## src/logic/tcg_pkg.sv

```systemverilog
// Purpose: Shared constants for the 16-bit timer control and gate pulse block.
// Assumes: Avalon-MM slave with 32-bit data and byte addresses.
// Notes: Offsets are byte addresses; each register takes one aligned word.
package tcg_pkg;

  // Register byte offsets.
  localparam logic [4:0] TCG_OFF_CONTROL = 5'h00;
  localparam logic [4:0] TCG_OFF_GATE = 5'h04;
  localparam logic [4:0] TCG_OFF_COUNT = 5'h08;
  localparam logic [4:0] TCG_OFF_STATUS = 5'h0C;
  localparam logic [4:0] TCG_OFF_MASK = 5'h10;

  // Control register field positions.
  localparam int TCG_CTL_RUN = 0;
  localparam int TCG_CTL_SYNC_BYPASS = 2;
  localparam int TCG_CTL_OSC_EN = 3;
  localparam int TCG_CTL_PRESCALE_LO = 4;
  localparam int TCG_CTL_CLKSEL_LO = 6;

  // Gate register field positions.
  localparam int TCG_GATE_LEVEL = 2;
  localparam int TCG_GATE_GO = 3;
  localparam int TCG_GATE_SPM = 4;
  localparam int TCG_GATE_TOGGLE = 5;
  localparam int TCG_GATE_POL = 6;
  localparam int TCG_GATE_EN = 7;

  // Status and mask bit positions.
  localparam int TCG_IRQ_OVERFLOW = 0;
  localparam int TCG_IRQ_GATE = 1;

  // Values after reset and the control write mask.
  localparam logic [7:0] TCG_CONTROL_RESET = 8'h00;
  localparam logic [7:0] TCG_GATE_RESET = 8'h00;
  localparam logic [15:0] TCG_COUNT_RESET = 16'h0000;
  localparam logic [1:0] TCG_IRQ_RESET = 2'h0;
  localparam logic [7:0] TCG_CONTROL_WMASK = 8'hFD;

  // Count clock source codes.
  localparam logic [1:0] TCG_SRC_INSTR = 2'h0;
  localparam logic [1:0] TCG_SRC_SYS = 2'h1;
  localparam logic [1:0] TCG_SRC_EXT = 2'h2;
  localparam logic [1:0] TCG_SRC_CAP = 2'h3;

  // The instruction clock is the system clock divided by this many cycles.
  localparam int TCG_INSTR_DIV = 4;
  localparam logic [1:0] TCG_INSTR_LAST = 2'(TCG_INSTR_DIV - 1);
  localparam logic [15:0] TCG_COUNT_MAX = 16'hFFFF;

  // Single-pulse acquisition states.
  typedef enum logic [2:0]
  {
    TCG_SP_IDLE = 3'b001,
    TCG_SP_ARMED = 3'b010,
    TCG_SP_OPEN = 3'b100
  } tcg_sp_state_t;

endpackage

```

## src/logic/tcg_edge_detect.sv

```systemverilog
// Purpose: Rising edge detector with optional two-flop synchroniser.
// Assumes: One clock domain; the sample input may be asynchronous.
// Notes: With bypass high the raw input feeds the edge detector directly.
`timescale 1ns/1ps
module tcg_edge_detect
(
  input wire logic clock,
  input wire logic srst,
  input wire logic sample,
  input wire logic bypass,
  output logic rise
);

  // First stage, read only by the second stage.
  logic meta_q;
  logic meta_d;
  // Second stage of the synchroniser.
  logic sync_q;
  logic sync_d;
  // Previous level seen by the edge detector.
  logic prev_q;
  logic prev_d;
  // Level chosen for edge detection.
  logic level;

  // Choose the synchronised or the raw level and form the next values.
  always_comb
  begin
    meta_d = sample;
    sync_d = meta_q;
    level = bypass ? sample : sync_q;
    prev_d = level;
    rise = level & ~prev_q;
  end

  // Register the synchroniser and the edge history.
  always_ff @(posedge clock)
  begin
    if (srst)
    begin
      meta_q <= 1'b0;
      sync_q <= 1'b0;
      prev_q <= 1'b0;
    end
    else
    begin
      meta_q <= meta_d;
      sync_q <= sync_d;
      prev_q <= prev_d;
    end
  end

endmodule

```

## src/logic/tcg_timer.sv

```systemverilog
// Purpose: 16-bit timer with clock select, prescaler, gate and single-pulse capture.
// Assumes: 200 MHz system clock; registers reached over Avalon-MM with waitrequest.
// Notes: External clocks are counted by rising edges sampled on the system clock.
//
// The implementer's own choices: register access over Avalon-MM and the register offsets.
`timescale 1ns/1ps

// Functional notes
// - Select instruction, system or capacitive clock
// - Source 10: pin edge or crystal
// - Prescale by 1, 2, 4 or 8
// - Oscillator enable bit drives oscillator circuit
// - External source: sync unless bypass set
// - Internal sources ignore the bypass bit
// - Run bit gates counting, holds count
// - Clearing run clears gate toggle flop
// - Control bit 1 reads zero, ignores writes
// - Software sets go; gate falling clears
// - Gate falling edge sets sticky event flag
// - Pulse starts once, later events ignored
// - Gate polarity selects counting level
// - Roll FFFF to 0000, set overflow
module tcg_timer
#(
  parameter int PRESCALE_WIDTH = 3
)
(
  input wire logic clock,
  input wire logic srst,
  input wire logic [4:0] avs_address,
  input wire logic avs_read,
  input wire logic avs_write,
  input wire logic [31:0] avs_writedata,
  input wire logic [3:0] avs_byteenable,
  output logic [31:0] avs_readdata,
  output logic avs_waitrequest,
  input wire logic extCountClockPin,
  input wire logic crystalOscClock,
  input wire logic capSenseOsc,
  input wire logic gateInputPin,
  output logic dedicatedOscEnable,
  output logic irq
);
  import tcg_pkg::*;

  ////////////////////////////////////////////////////////////////////////////
  // Declarations.

  // Control register and gate register.
  logic [7:0] control_q;
  logic [7:0] control_d;
  logic [7:0] gateCtl_q;
  logic [7:0] gateCtl_d;
  // The count register pair.
  logic [15:0] count_q;
  logic [15:0] count_d;
  // Sticky status, its mask and the interrupt output.
  logic [1:0] status_q;
  logic [1:0] status_d;
  logic [1:0] mask_q;
  logic [1:0] mask_d;
  logic irq_d;
  // Bus answer registers.
  logic waitReq_q;
  logic waitReq_d;
  logic [31:0] readData_d;
  // Instruction clock divider and prescale counter.
  logic [1:0] instrDiv_q;
  logic [1:0] instrDiv_d;
  logic [PRESCALE_WIDTH-1:0] prescale_q;
  logic [PRESCALE_WIDTH-1:0] prescale_d;
  // Copy of the clock configuration to spot changes.
  logic [3:0] clkCfg_q;
  logic [3:0] clkCfg_d;
  // Gate toggle flop, gate history, current level and pulse state.
  logic toggle_q;
  logic toggle_d;
  logic gatePrev_q;
  logic gatePrev_d;
  logic level_q;
  logic level_d;
  tcg_sp_state_t spState_q;
  tcg_sp_state_t spState_d;
  // Outside source levels, their bypass choices and their rising edges.
  logic [2:0] srcLevel;
  logic [2:0] srcBypass;
  logic [2:0] srcRise;
  // Source tick, prescaled tick and helper terms.
  logic srcTick;
  logic countTick;
  logic [PRESCALE_WIDTH-1:0] prescaleLast;
  logic gateSignal;
  logic gateActive;
  logic gateFall;
  logic wrAccept;
  logic [7:0] wrByte;

  // Byte-lane merge for one lane of a write.
  function automatic logic [7:0] mergeByte(input logic [7:0] old, input logic [7:0] newv,
                                           input logic en);
    mergeByte = en ? newv : old;
  endfunction

  ////////////////////////////////////////////////////////////////////////////
  // Edge sources.

  // Lane 0 is the pin and lane 1 the crystal; both follow the bypass bit.
  // Lane 2 is the capacitive oscillator, which is internal and always synced.
  assign srcLevel = {capSenseOsc, crystalOscClock, extCountClockPin};
  assign srcBypass = {1'b0, {2{control_q[TCG_CTL_SYNC_BYPASS]}}};

  // One edge detector per outside source.
  for (genvar s = 0; s < 3; s++)
  begin : gSource
    tcg_edge_detect tcg_edge_detect_i
    (
      .clock(clock),
      .srst(srst),
      .sample(srcLevel[s]),
      .bypass(srcBypass[s]),
      .rise(srcRise[s])
    );
  end

  ////////////////////////////////////////////////////////////////////////////
  // Count path: source select, prescaler, gate and counter.

  // Compute the next counter, prescaler and gate state.
  always_comb
  begin
    wrAccept = avs_write & ~waitReq_q;
    wrByte = avs_writedata[7:0];
    instrDiv_d = instrDiv_q + 2'h1;
    // Pick the tick for the selected source.
    unique case (control_q[TCG_CTL_CLKSEL_LO +: 2])
      TCG_SRC_INSTR: srcTick = (instrDiv_q == TCG_INSTR_LAST);
      TCG_SRC_SYS: srcTick = 1'b1;
      TCG_SRC_EXT: srcTick = control_q[TCG_CTL_OSC_EN] ? srcRise[1] : srcRise[0];
      TCG_SRC_CAP: srcTick = srcRise[2];
    endcase
    // Divide by 2**prescale; 00 passes every edge.
    prescaleLast = PRESCALE_WIDTH'((1 << control_q[TCG_CTL_PRESCALE_LO +: 2]) - 1);
    countTick = srcTick & (prescale_q == prescaleLast);
    clkCfg_d = control_q[7:4];
    if (clkCfg_q != control_q[7:4])
    begin
      prescale_d = '0;
      countTick = 1'b0;
    end
    else if (srcTick)
    begin
      prescale_d = (prescale_q == prescaleLast) ? '0 : prescale_q + 1'b1;
    end
    else
    begin
      prescale_d = prescale_q;
    end
    // Toggle flop changes on each rising gate edge; held clear when off or stopped.
    gatePrev_d = gateInputPin;
    if (!control_q[TCG_CTL_RUN] || !gateCtl_q[TCG_GATE_TOGGLE])
    begin
      toggle_d = 1'b0;
    end
    else
    begin
      toggle_d = toggle_q ^ (gateInputPin & ~gatePrev_q);
    end
    gateSignal = gateCtl_q[TCG_GATE_TOGGLE] ? toggle_q : gateInputPin;
    gateActive = gateCtl_q[TCG_GATE_POL] ? gateSignal : ~gateSignal;
    // Single-pulse sequencing: armed by software, opens once, closes on gate end.
    spState_d = spState_q;
    unique case (spState_q)
      TCG_SP_IDLE: spState_d = spState_q;
      TCG_SP_ARMED:
      begin
        if (gateActive)
        begin
          spState_d = TCG_SP_OPEN;
        end
      end
      TCG_SP_OPEN:
      begin
        if (!gateActive)
        begin
          spState_d = TCG_SP_IDLE;
        end
      end
      default: spState_d = TCG_SP_IDLE;
    endcase
    // Software write to the go bit; a one arms only from idle, a zero forces idle.
    if (wrAccept && avs_address == TCG_OFF_GATE && avs_byteenable[0])
    begin
      if (wrByte[TCG_GATE_GO])
      begin
        if (spState_q == TCG_SP_IDLE)
        begin
          spState_d = TCG_SP_ARMED;
        end
      end
      else
      begin
        spState_d = TCG_SP_IDLE;
      end
    end
    level_d = gateCtl_q[TCG_GATE_SPM] ? (spState_q == TCG_SP_OPEN) : gateActive;
    gateFall = level_q & ~level_d;
    // Counter: a bus write wins, else count when run and gate allow.
    count_d = count_q;
    if (wrAccept && avs_address == TCG_OFF_COUNT)
    begin
      count_d = {mergeByte(count_q[15:8], avs_writedata[15:8], avs_byteenable[1]),
                 mergeByte(count_q[7:0], avs_writedata[7:0], avs_byteenable[0])};
    end
    else if (control_q[TCG_CTL_RUN] && countTick &&
             (!gateCtl_q[TCG_GATE_EN] || level_q))
    begin
      count_d = count_q + 16'h0001;
    end
  end

  // Register the count path.
  always_ff @(posedge clock)
  begin
    if (srst)
    begin
      count_q <= TCG_COUNT_RESET;
      instrDiv_q <= 2'h0;
      prescale_q <= '0;
      clkCfg_q <= TCG_CONTROL_RESET[7:4];
      toggle_q <= 1'b0;
      gatePrev_q <= 1'b0;
      level_q <= 1'b0;
      spState_q <= TCG_SP_IDLE;
    end
    else
    begin
      count_q <= count_d;
      instrDiv_q <= instrDiv_d;
      prescale_q <= prescale_d;
      clkCfg_q <= clkCfg_d;
      toggle_q <= toggle_d;
      gatePrev_q <= gatePrev_d;
      level_q <= level_d;
      spState_q <= spState_d;
    end
  end

  ////////////////////////////////////////////////////////////////////////////
  // Register file, status and interrupt.

  // Decode bus accesses and compute register, status and answer values.
  always_comb
  begin
    control_d = control_q;
    gateCtl_d = gateCtl_q;
    mask_d = mask_q;
    status_d = status_q;
    // A write clears the status bits written with one.
    if (wrAccept && avs_address == TCG_OFF_STATUS && avs_byteenable[0])
    begin
      status_d = status_q & ~wrByte[1:0];
    end
    // Hardware sets win over a same-cycle clear.
    if (count_q == TCG_COUNT_MAX && count_d == TCG_COUNT_RESET &&
        !(wrAccept && avs_address == TCG_OFF_COUNT))
    begin
      status_d[TCG_IRQ_OVERFLOW] = 1'b1;
    end
    if (gateFall)
    begin
      status_d[TCG_IRQ_GATE] = 1'b1;
    end
    if (wrAccept && avs_byteenable[0])
    begin
      if (avs_address == TCG_OFF_CONTROL)
      begin
        control_d = wrByte & TCG_CONTROL_WMASK;
      end
      if (avs_address == TCG_OFF_GATE)
      begin
        gateCtl_d = {wrByte[7:4], 4'h0};
      end
      if (avs_address == TCG_OFF_MASK)
      begin
        mask_d = wrByte[1:0];
      end
    end
    irq_d = |(status_d & mask_d);
    // One wait cycle, then the answer for exactly one cycle.
    waitReq_d = ~((avs_read | avs_write) & waitReq_q);
    readData_d = 32'h0000_0000;
    if (avs_read && waitReq_q)
    begin
      unique case (avs_address)
        TCG_OFF_CONTROL: readData_d = {24'h000000, control_q};
        TCG_OFF_GATE: readData_d = {24'h000000, gateCtl_q[7:4],
                                    spState_q != TCG_SP_IDLE, level_q, 2'h0};
        TCG_OFF_COUNT: readData_d = {16'h0000, count_q};
        TCG_OFF_STATUS: readData_d = {30'h0, status_q};
        TCG_OFF_MASK: readData_d = {30'h0, mask_q};
        default: readData_d = 32'h0000_0000;
      endcase
    end
  end

  // Register the bus side.
  always_ff @(posedge clock)
  begin
    if (srst)
    begin
      control_q <= TCG_CONTROL_RESET;
      gateCtl_q <= TCG_GATE_RESET;
      status_q <= TCG_IRQ_RESET;
      mask_q <= TCG_IRQ_RESET;
      irq <= 1'b0;
      avs_waitrequest <= 1'b1;
      avs_readdata <= 32'h0000_0000;
      waitReq_q <= 1'b1;
      dedicatedOscEnable <= 1'b0;
    end
    else
    begin
      control_q <= control_d;
      gateCtl_q <= gateCtl_d;
      status_q <= status_d;
      mask_q <= mask_d;
      irq <= irq_d;
      avs_waitrequest <= waitReq_d;
      avs_readdata <= readData_d;
      waitReq_q <= waitReq_d;
      dedicatedOscEnable <= control_d[TCG_CTL_OSC_EN];
    end
  end

endmodule

```

## config.mk

```make
export PLATFORM = sky130hd
export DESIGN_NAME = tcg_timer
export DESIGN_NICKNAME = d
export VERILOG_FILES = /design/src/logic/tcg_pkg.sv /design/src/logic/tcg_edge_detect.sv /design/src/logic/tcg_timer.sv
export SDC_FILE = /design/constraint.sdc
export NUM_CORES = 1
export LEC_CHECK = 0
export ABC_AREA = 1
export BUFFER_PORTS_ARGS = -buffer_cell sky130_fd_sc_hd__buf_2
export CAP_MARGIN = 20
export CORE_ASPECT_RATIO = 0.6
export CORE_MARGIN = 2
export CORE_UTILIZATION = 55
export CTS_BUF_LIST = sky130_fd_sc_hd__clkbuf_4 sky130_fd_sc_hd__clkbuf_8
export CTS_CLUSTER_DIAMETER = 40
export CTS_CLUSTER_SIZE = 28
export DETAILED_ROUTE_END_ITERATION = 8
export GPL_TIMING_DRIVEN = 0
export HOLD_SLACK_MARGIN = 0.1
export PLACE_DENSITY = 0.92
export REMOVE_ABC_BUFFERS = 1
export SYNTH_ARGS = -nofsm -noshare
export SYNTH_HDL_FRONTEND = slang
export SYNTH_SLANG_ARGS = --single-unit
```

## constraint.sdc

```tcl
create_clock -name clock -period 2.26 [get_ports clock]
set_input_delay 0.452 -clock clock [delete_from_list [all_inputs] [get_ports clock]]
set_output_delay 0.452 -clock clock [all_outputs]
set_load 0.05 [all_outputs]
```

==> impl_metrics.yaml <==
setup_path:
  worst_ep_arrival_time_ns: 2.46
  path_delay_family: "simple AND/OR/NAND/NOR gates"
  endpoint_kind: "flop"
  reg2reg_from: "count_q[0]$_SDFF_PP0_"
  cp-start-kind: "flop"
  critPathMaxFanout: 4
  required_ns: 2.56
  max_stage_delay_ns: 0.40
  rrSetupSlack_ns: 0.10
  crit_buf_inv: 2
  cp_slowest_cell: "dfxtp_1"
  path_cells: "ha_1, inv_1, nor4_1, nand2_1, nor2_2, nand4_2, nor2_1, nand3_1, o211ai_1, nand2_1, inv_1"
  rr_worst_depth: 11
  r2r_end: "count_q[14]$_SDFF_PP0_"
  crit_type: "flop to flop"
synthesis:
  synth_top_area_cell: "dfxtp_1"
  synth_cell_types: 41
  yosysWarnings: 0
  syn_avg_cell_area_sq_um: 7.128
  async_reset_ff_share_pct: 0
  ys_seq_area_share_pct: 41.67
  synthTopCellsByArea: "dfxtp_1 (42%), nand2_1 (11%), inv_1 (7.6%), o21ai_0 (5.4%), nor2_1 (5.0%)"
  syn_inst: 492
  netlist.area_leader.share_pct: 41.67
  ys.flop_type: "dfxtp_1"
  synth_seq_cells: 73
  syn-cell-area_sq_um: 3507
  synth-edff-count: 0
detailed_routing:
  first_pass_iters: 5
  drtIter0Drc: 298
  ant_nets: 0
  drt_wl_total_microns: 8558
  viasPerCell: 5.330
  drc: 0
  wl_per_cell_microns: 13.46
  route.vias.total: 3390
min_path:
  min_path_cells: 3
  hold_start: "capSenseOsc"
  worstHoldPathType: "input pin to flop"
  hold_path_end: "gSource[2].tcg_edge_detect_i.meta_q$_SDFF_PP0_"
cells_and_area:
  finalCoreUtilization_pct: 65.45
  num_antenna_cells: 0
  syn_to_final_growth_pct: 14.56
  fin_nets: 599
  design_area_sq_um: 4018
  fill_cells: 518
  layout-drive-gt1-share_pct: 16.49
place:
  io_buffers: 49
  dpl_cell_area_sq_um: 3735
  dp_slack_ns: -0.4526
  finalWeightedCongestion: 0.9390
  dp_hpwl_microns: 5950
run:
  max_cap_violations: 0
clocking:
  ctsHtreeMaxLevel: 3
  cts.path.max_buffers: 2
  cts_tree: "built"
  root_buffer: "clkbuf_8"
  holdBufCountCts: 0
  cts_sinks: 73
  cts.clk_slew.worst_paths_ns: 0.07
  clk_latency_ns: 0.36
  cts_made_buffers: 9
die:
  dieArea_sq_um: 7052
  core_sq_um: 6138
  die_w_microns: 107.1
  initial_utilization_pct: 57.13
  fp.dieH_microns: 65.86
  rows: 22
  ioPinCount: 84
global_routing:
  antenna_found_initial: 0
  grt_pass1_wl_microns: 13670
  grt_pass1_vias: 2960
  grt_max_degree: 39
  grt_overflow: 0
  grtUsageTotal_pct: 25.10
power_and_ir_drop:
  power_w: 0.002593
  peakVddDrop_uv: 408.5
  p_leak_nw: 1.822
  power.density_nw_per_um2: 645.5
timing:
  relSlewSlack_pct: 58.59
  setup_slack_ns: 0.1038
  worst_clock_skew_ns: 0.008451
  finalSetupViolCount: 0
  max_slew.worst_pin.slew_ns: 0.6154
  max_freq_mhz: 463.8
  layout_worst_path_cycle_share_pct: 95.41
  finalMaxSlewViolations: 0
  min_period_ns: 2.156
  hold_viol: 0
outcome:
  status: "finished clean"
-- how the worst max path moves through the flow --
| stage | from | end | slack, ns | cells after the start |
|---|---|---|---|---|
| 3_5_place_dp | avs_address[1] | irq$_SDFF_PP0_ | -0.45 | 12 |
| 6_report | count_q[0]$_SDFF_PP0_ | count_q[14]$_SDFF_PP0_ | 0.10 | 11 |
| 4_1_cts | avs_address[1] | irq$_SDFF_PP0_ | 0.07 | 12 |
| 3_3_place_gp | avs_address[1] | irq$_SDFF_PP0_ | -0.47 | 12 |
| 5_1_grt | count_q[0]$_SDFF_PP0_ | count_q[14]$_SDFF_PP0_ | -0.06 | 11 |
| 2_1_floorplan | control_q[3]$_SDFFE_PP0P_ | irq$_SDFF_PP0_ | 0.20 | 17 |
-- registers in the layout, summed over array words and instances, names as in the netlist --
register                          flops
gatePrev_q                            1
count_q                              16
status_q                              2
gSource.tcg_edge_detect_i.prev_q      3
waitReq_q                             1
gateCtl_q                             4
mask_q                                2
level_q                               1
spState_q                             3
gSource.tcg_edge_detect_i.meta_q      3
avs_readdata                         16
toggle_q                              1
irq                                   1
clkCfg_q                              4
prescale_q                            3
instrDiv_q                            2
gSource.tcg_edge_detect_i.sync_q      3
control_q                             7
-- metrics by stage --
| step | hold slack (ns) | TNS [ns] | std cells |
|---|---|---|---|
| after floorplan | 0.3883 | 0 | 478 |
| after global placement | 0.3895 | -4.674 | 611 |
| after detailed placement | 0.3994 | -5.381 | 611 |
| after CTS | 0.3049 | 0 | 627 |
| after global routing | 0.3162 | -0.07429 | 636 |
| final | 0.3105 | 0 | 636 |
-- per-layer routing --
metal | routed length (microns) | vias to the layer above | global-route usage [%]
li1 | - | 1645 | -
met1 | 3894 | 1549 | 34.36
met2 | 3735 | 176 | 38.69
met3 | 776 | 20 | 5.911
met4 | 153 | 0 | 9.578
met5 | 0 | - | 0
-- cells in the mapped netlist, drive strengths merged, types with 2 or more instances --
cell    count
nand3      22
nand2     105
o221ai      2
nor3       20
ha          3
o21ai      38
nor4        5
buf        21
a21oi      31
dfxtp      73
xnor2       2
inv        74
clkbuf      8
or2         2
o22ai       6
nor2       50
xor2       16
nand4       5
-- worst min-delay path, stage by stage --
cell,delay [ns]
buf_2,0.10
inv_1,0.04
nor2_1,0.04
-- kinds of logic after synthesis --
kind of cell               after synthesis  synth area share (%)
and+or+nand+nor                        211                 26.47
AOI/OAI and AO/OA                       83                 13.17
xor gates and xnor gates                18                 4.495
other                                    1                0.1069
adders and majority gates                3                 1.070
DFF                                     73                 41.67
buffers and inverters                  103                 13.02
-- area by class of cell --
class,count,area [sq um],share of cell area [%]
inverter,74,277.8,6.914
multi-input combinational,331,1650,41.08
timing repair buffer,58,312.8,7.786
clock inverter,4,51.30,1.277
tap,84,105.1,2.616
clock buffer,12,158.9,3.955
sequential,73,1461,36.37
-- cells in the final DEF (no fill, tap or decap), types with 2 or more instances in the layout --
cell        n
o21ai_0    38
buf_2      49
nand3_2     2
buf_4       8
nand2_2     2
clkbuf_8   11
nor2_4      2
nand4_1     4
nand2_1   103
nor4_1      4
xnor2_1     2
nand3_1    20
o22ai_1     6
clkbuf_4    2
xor2_1     16
nor2_2      2
inv_1      71
o221ai_1    2
ha_1        3
dfxtp_1    73
nor3_1     19
nor2_1     46
a21oi_1    29
conb_1     16
inv_2       3
-- power breakdown --
part           total (W)  internal (W)  switching (W)
sequential       0.00131       0.00130     0.00000985
combinational   0.000214     0.0000518       0.000162
clock            0.00107      0.000582       0.000484
-- what timing repair did --
action	in CTS	in global routing
setup endpoints to repair	2	11
endpoints found under the hold margin	0	0
gates resized for setup	1	2
pin swaps	0	2
setup buffers	0	9
(Power assumes the default switching activity.)
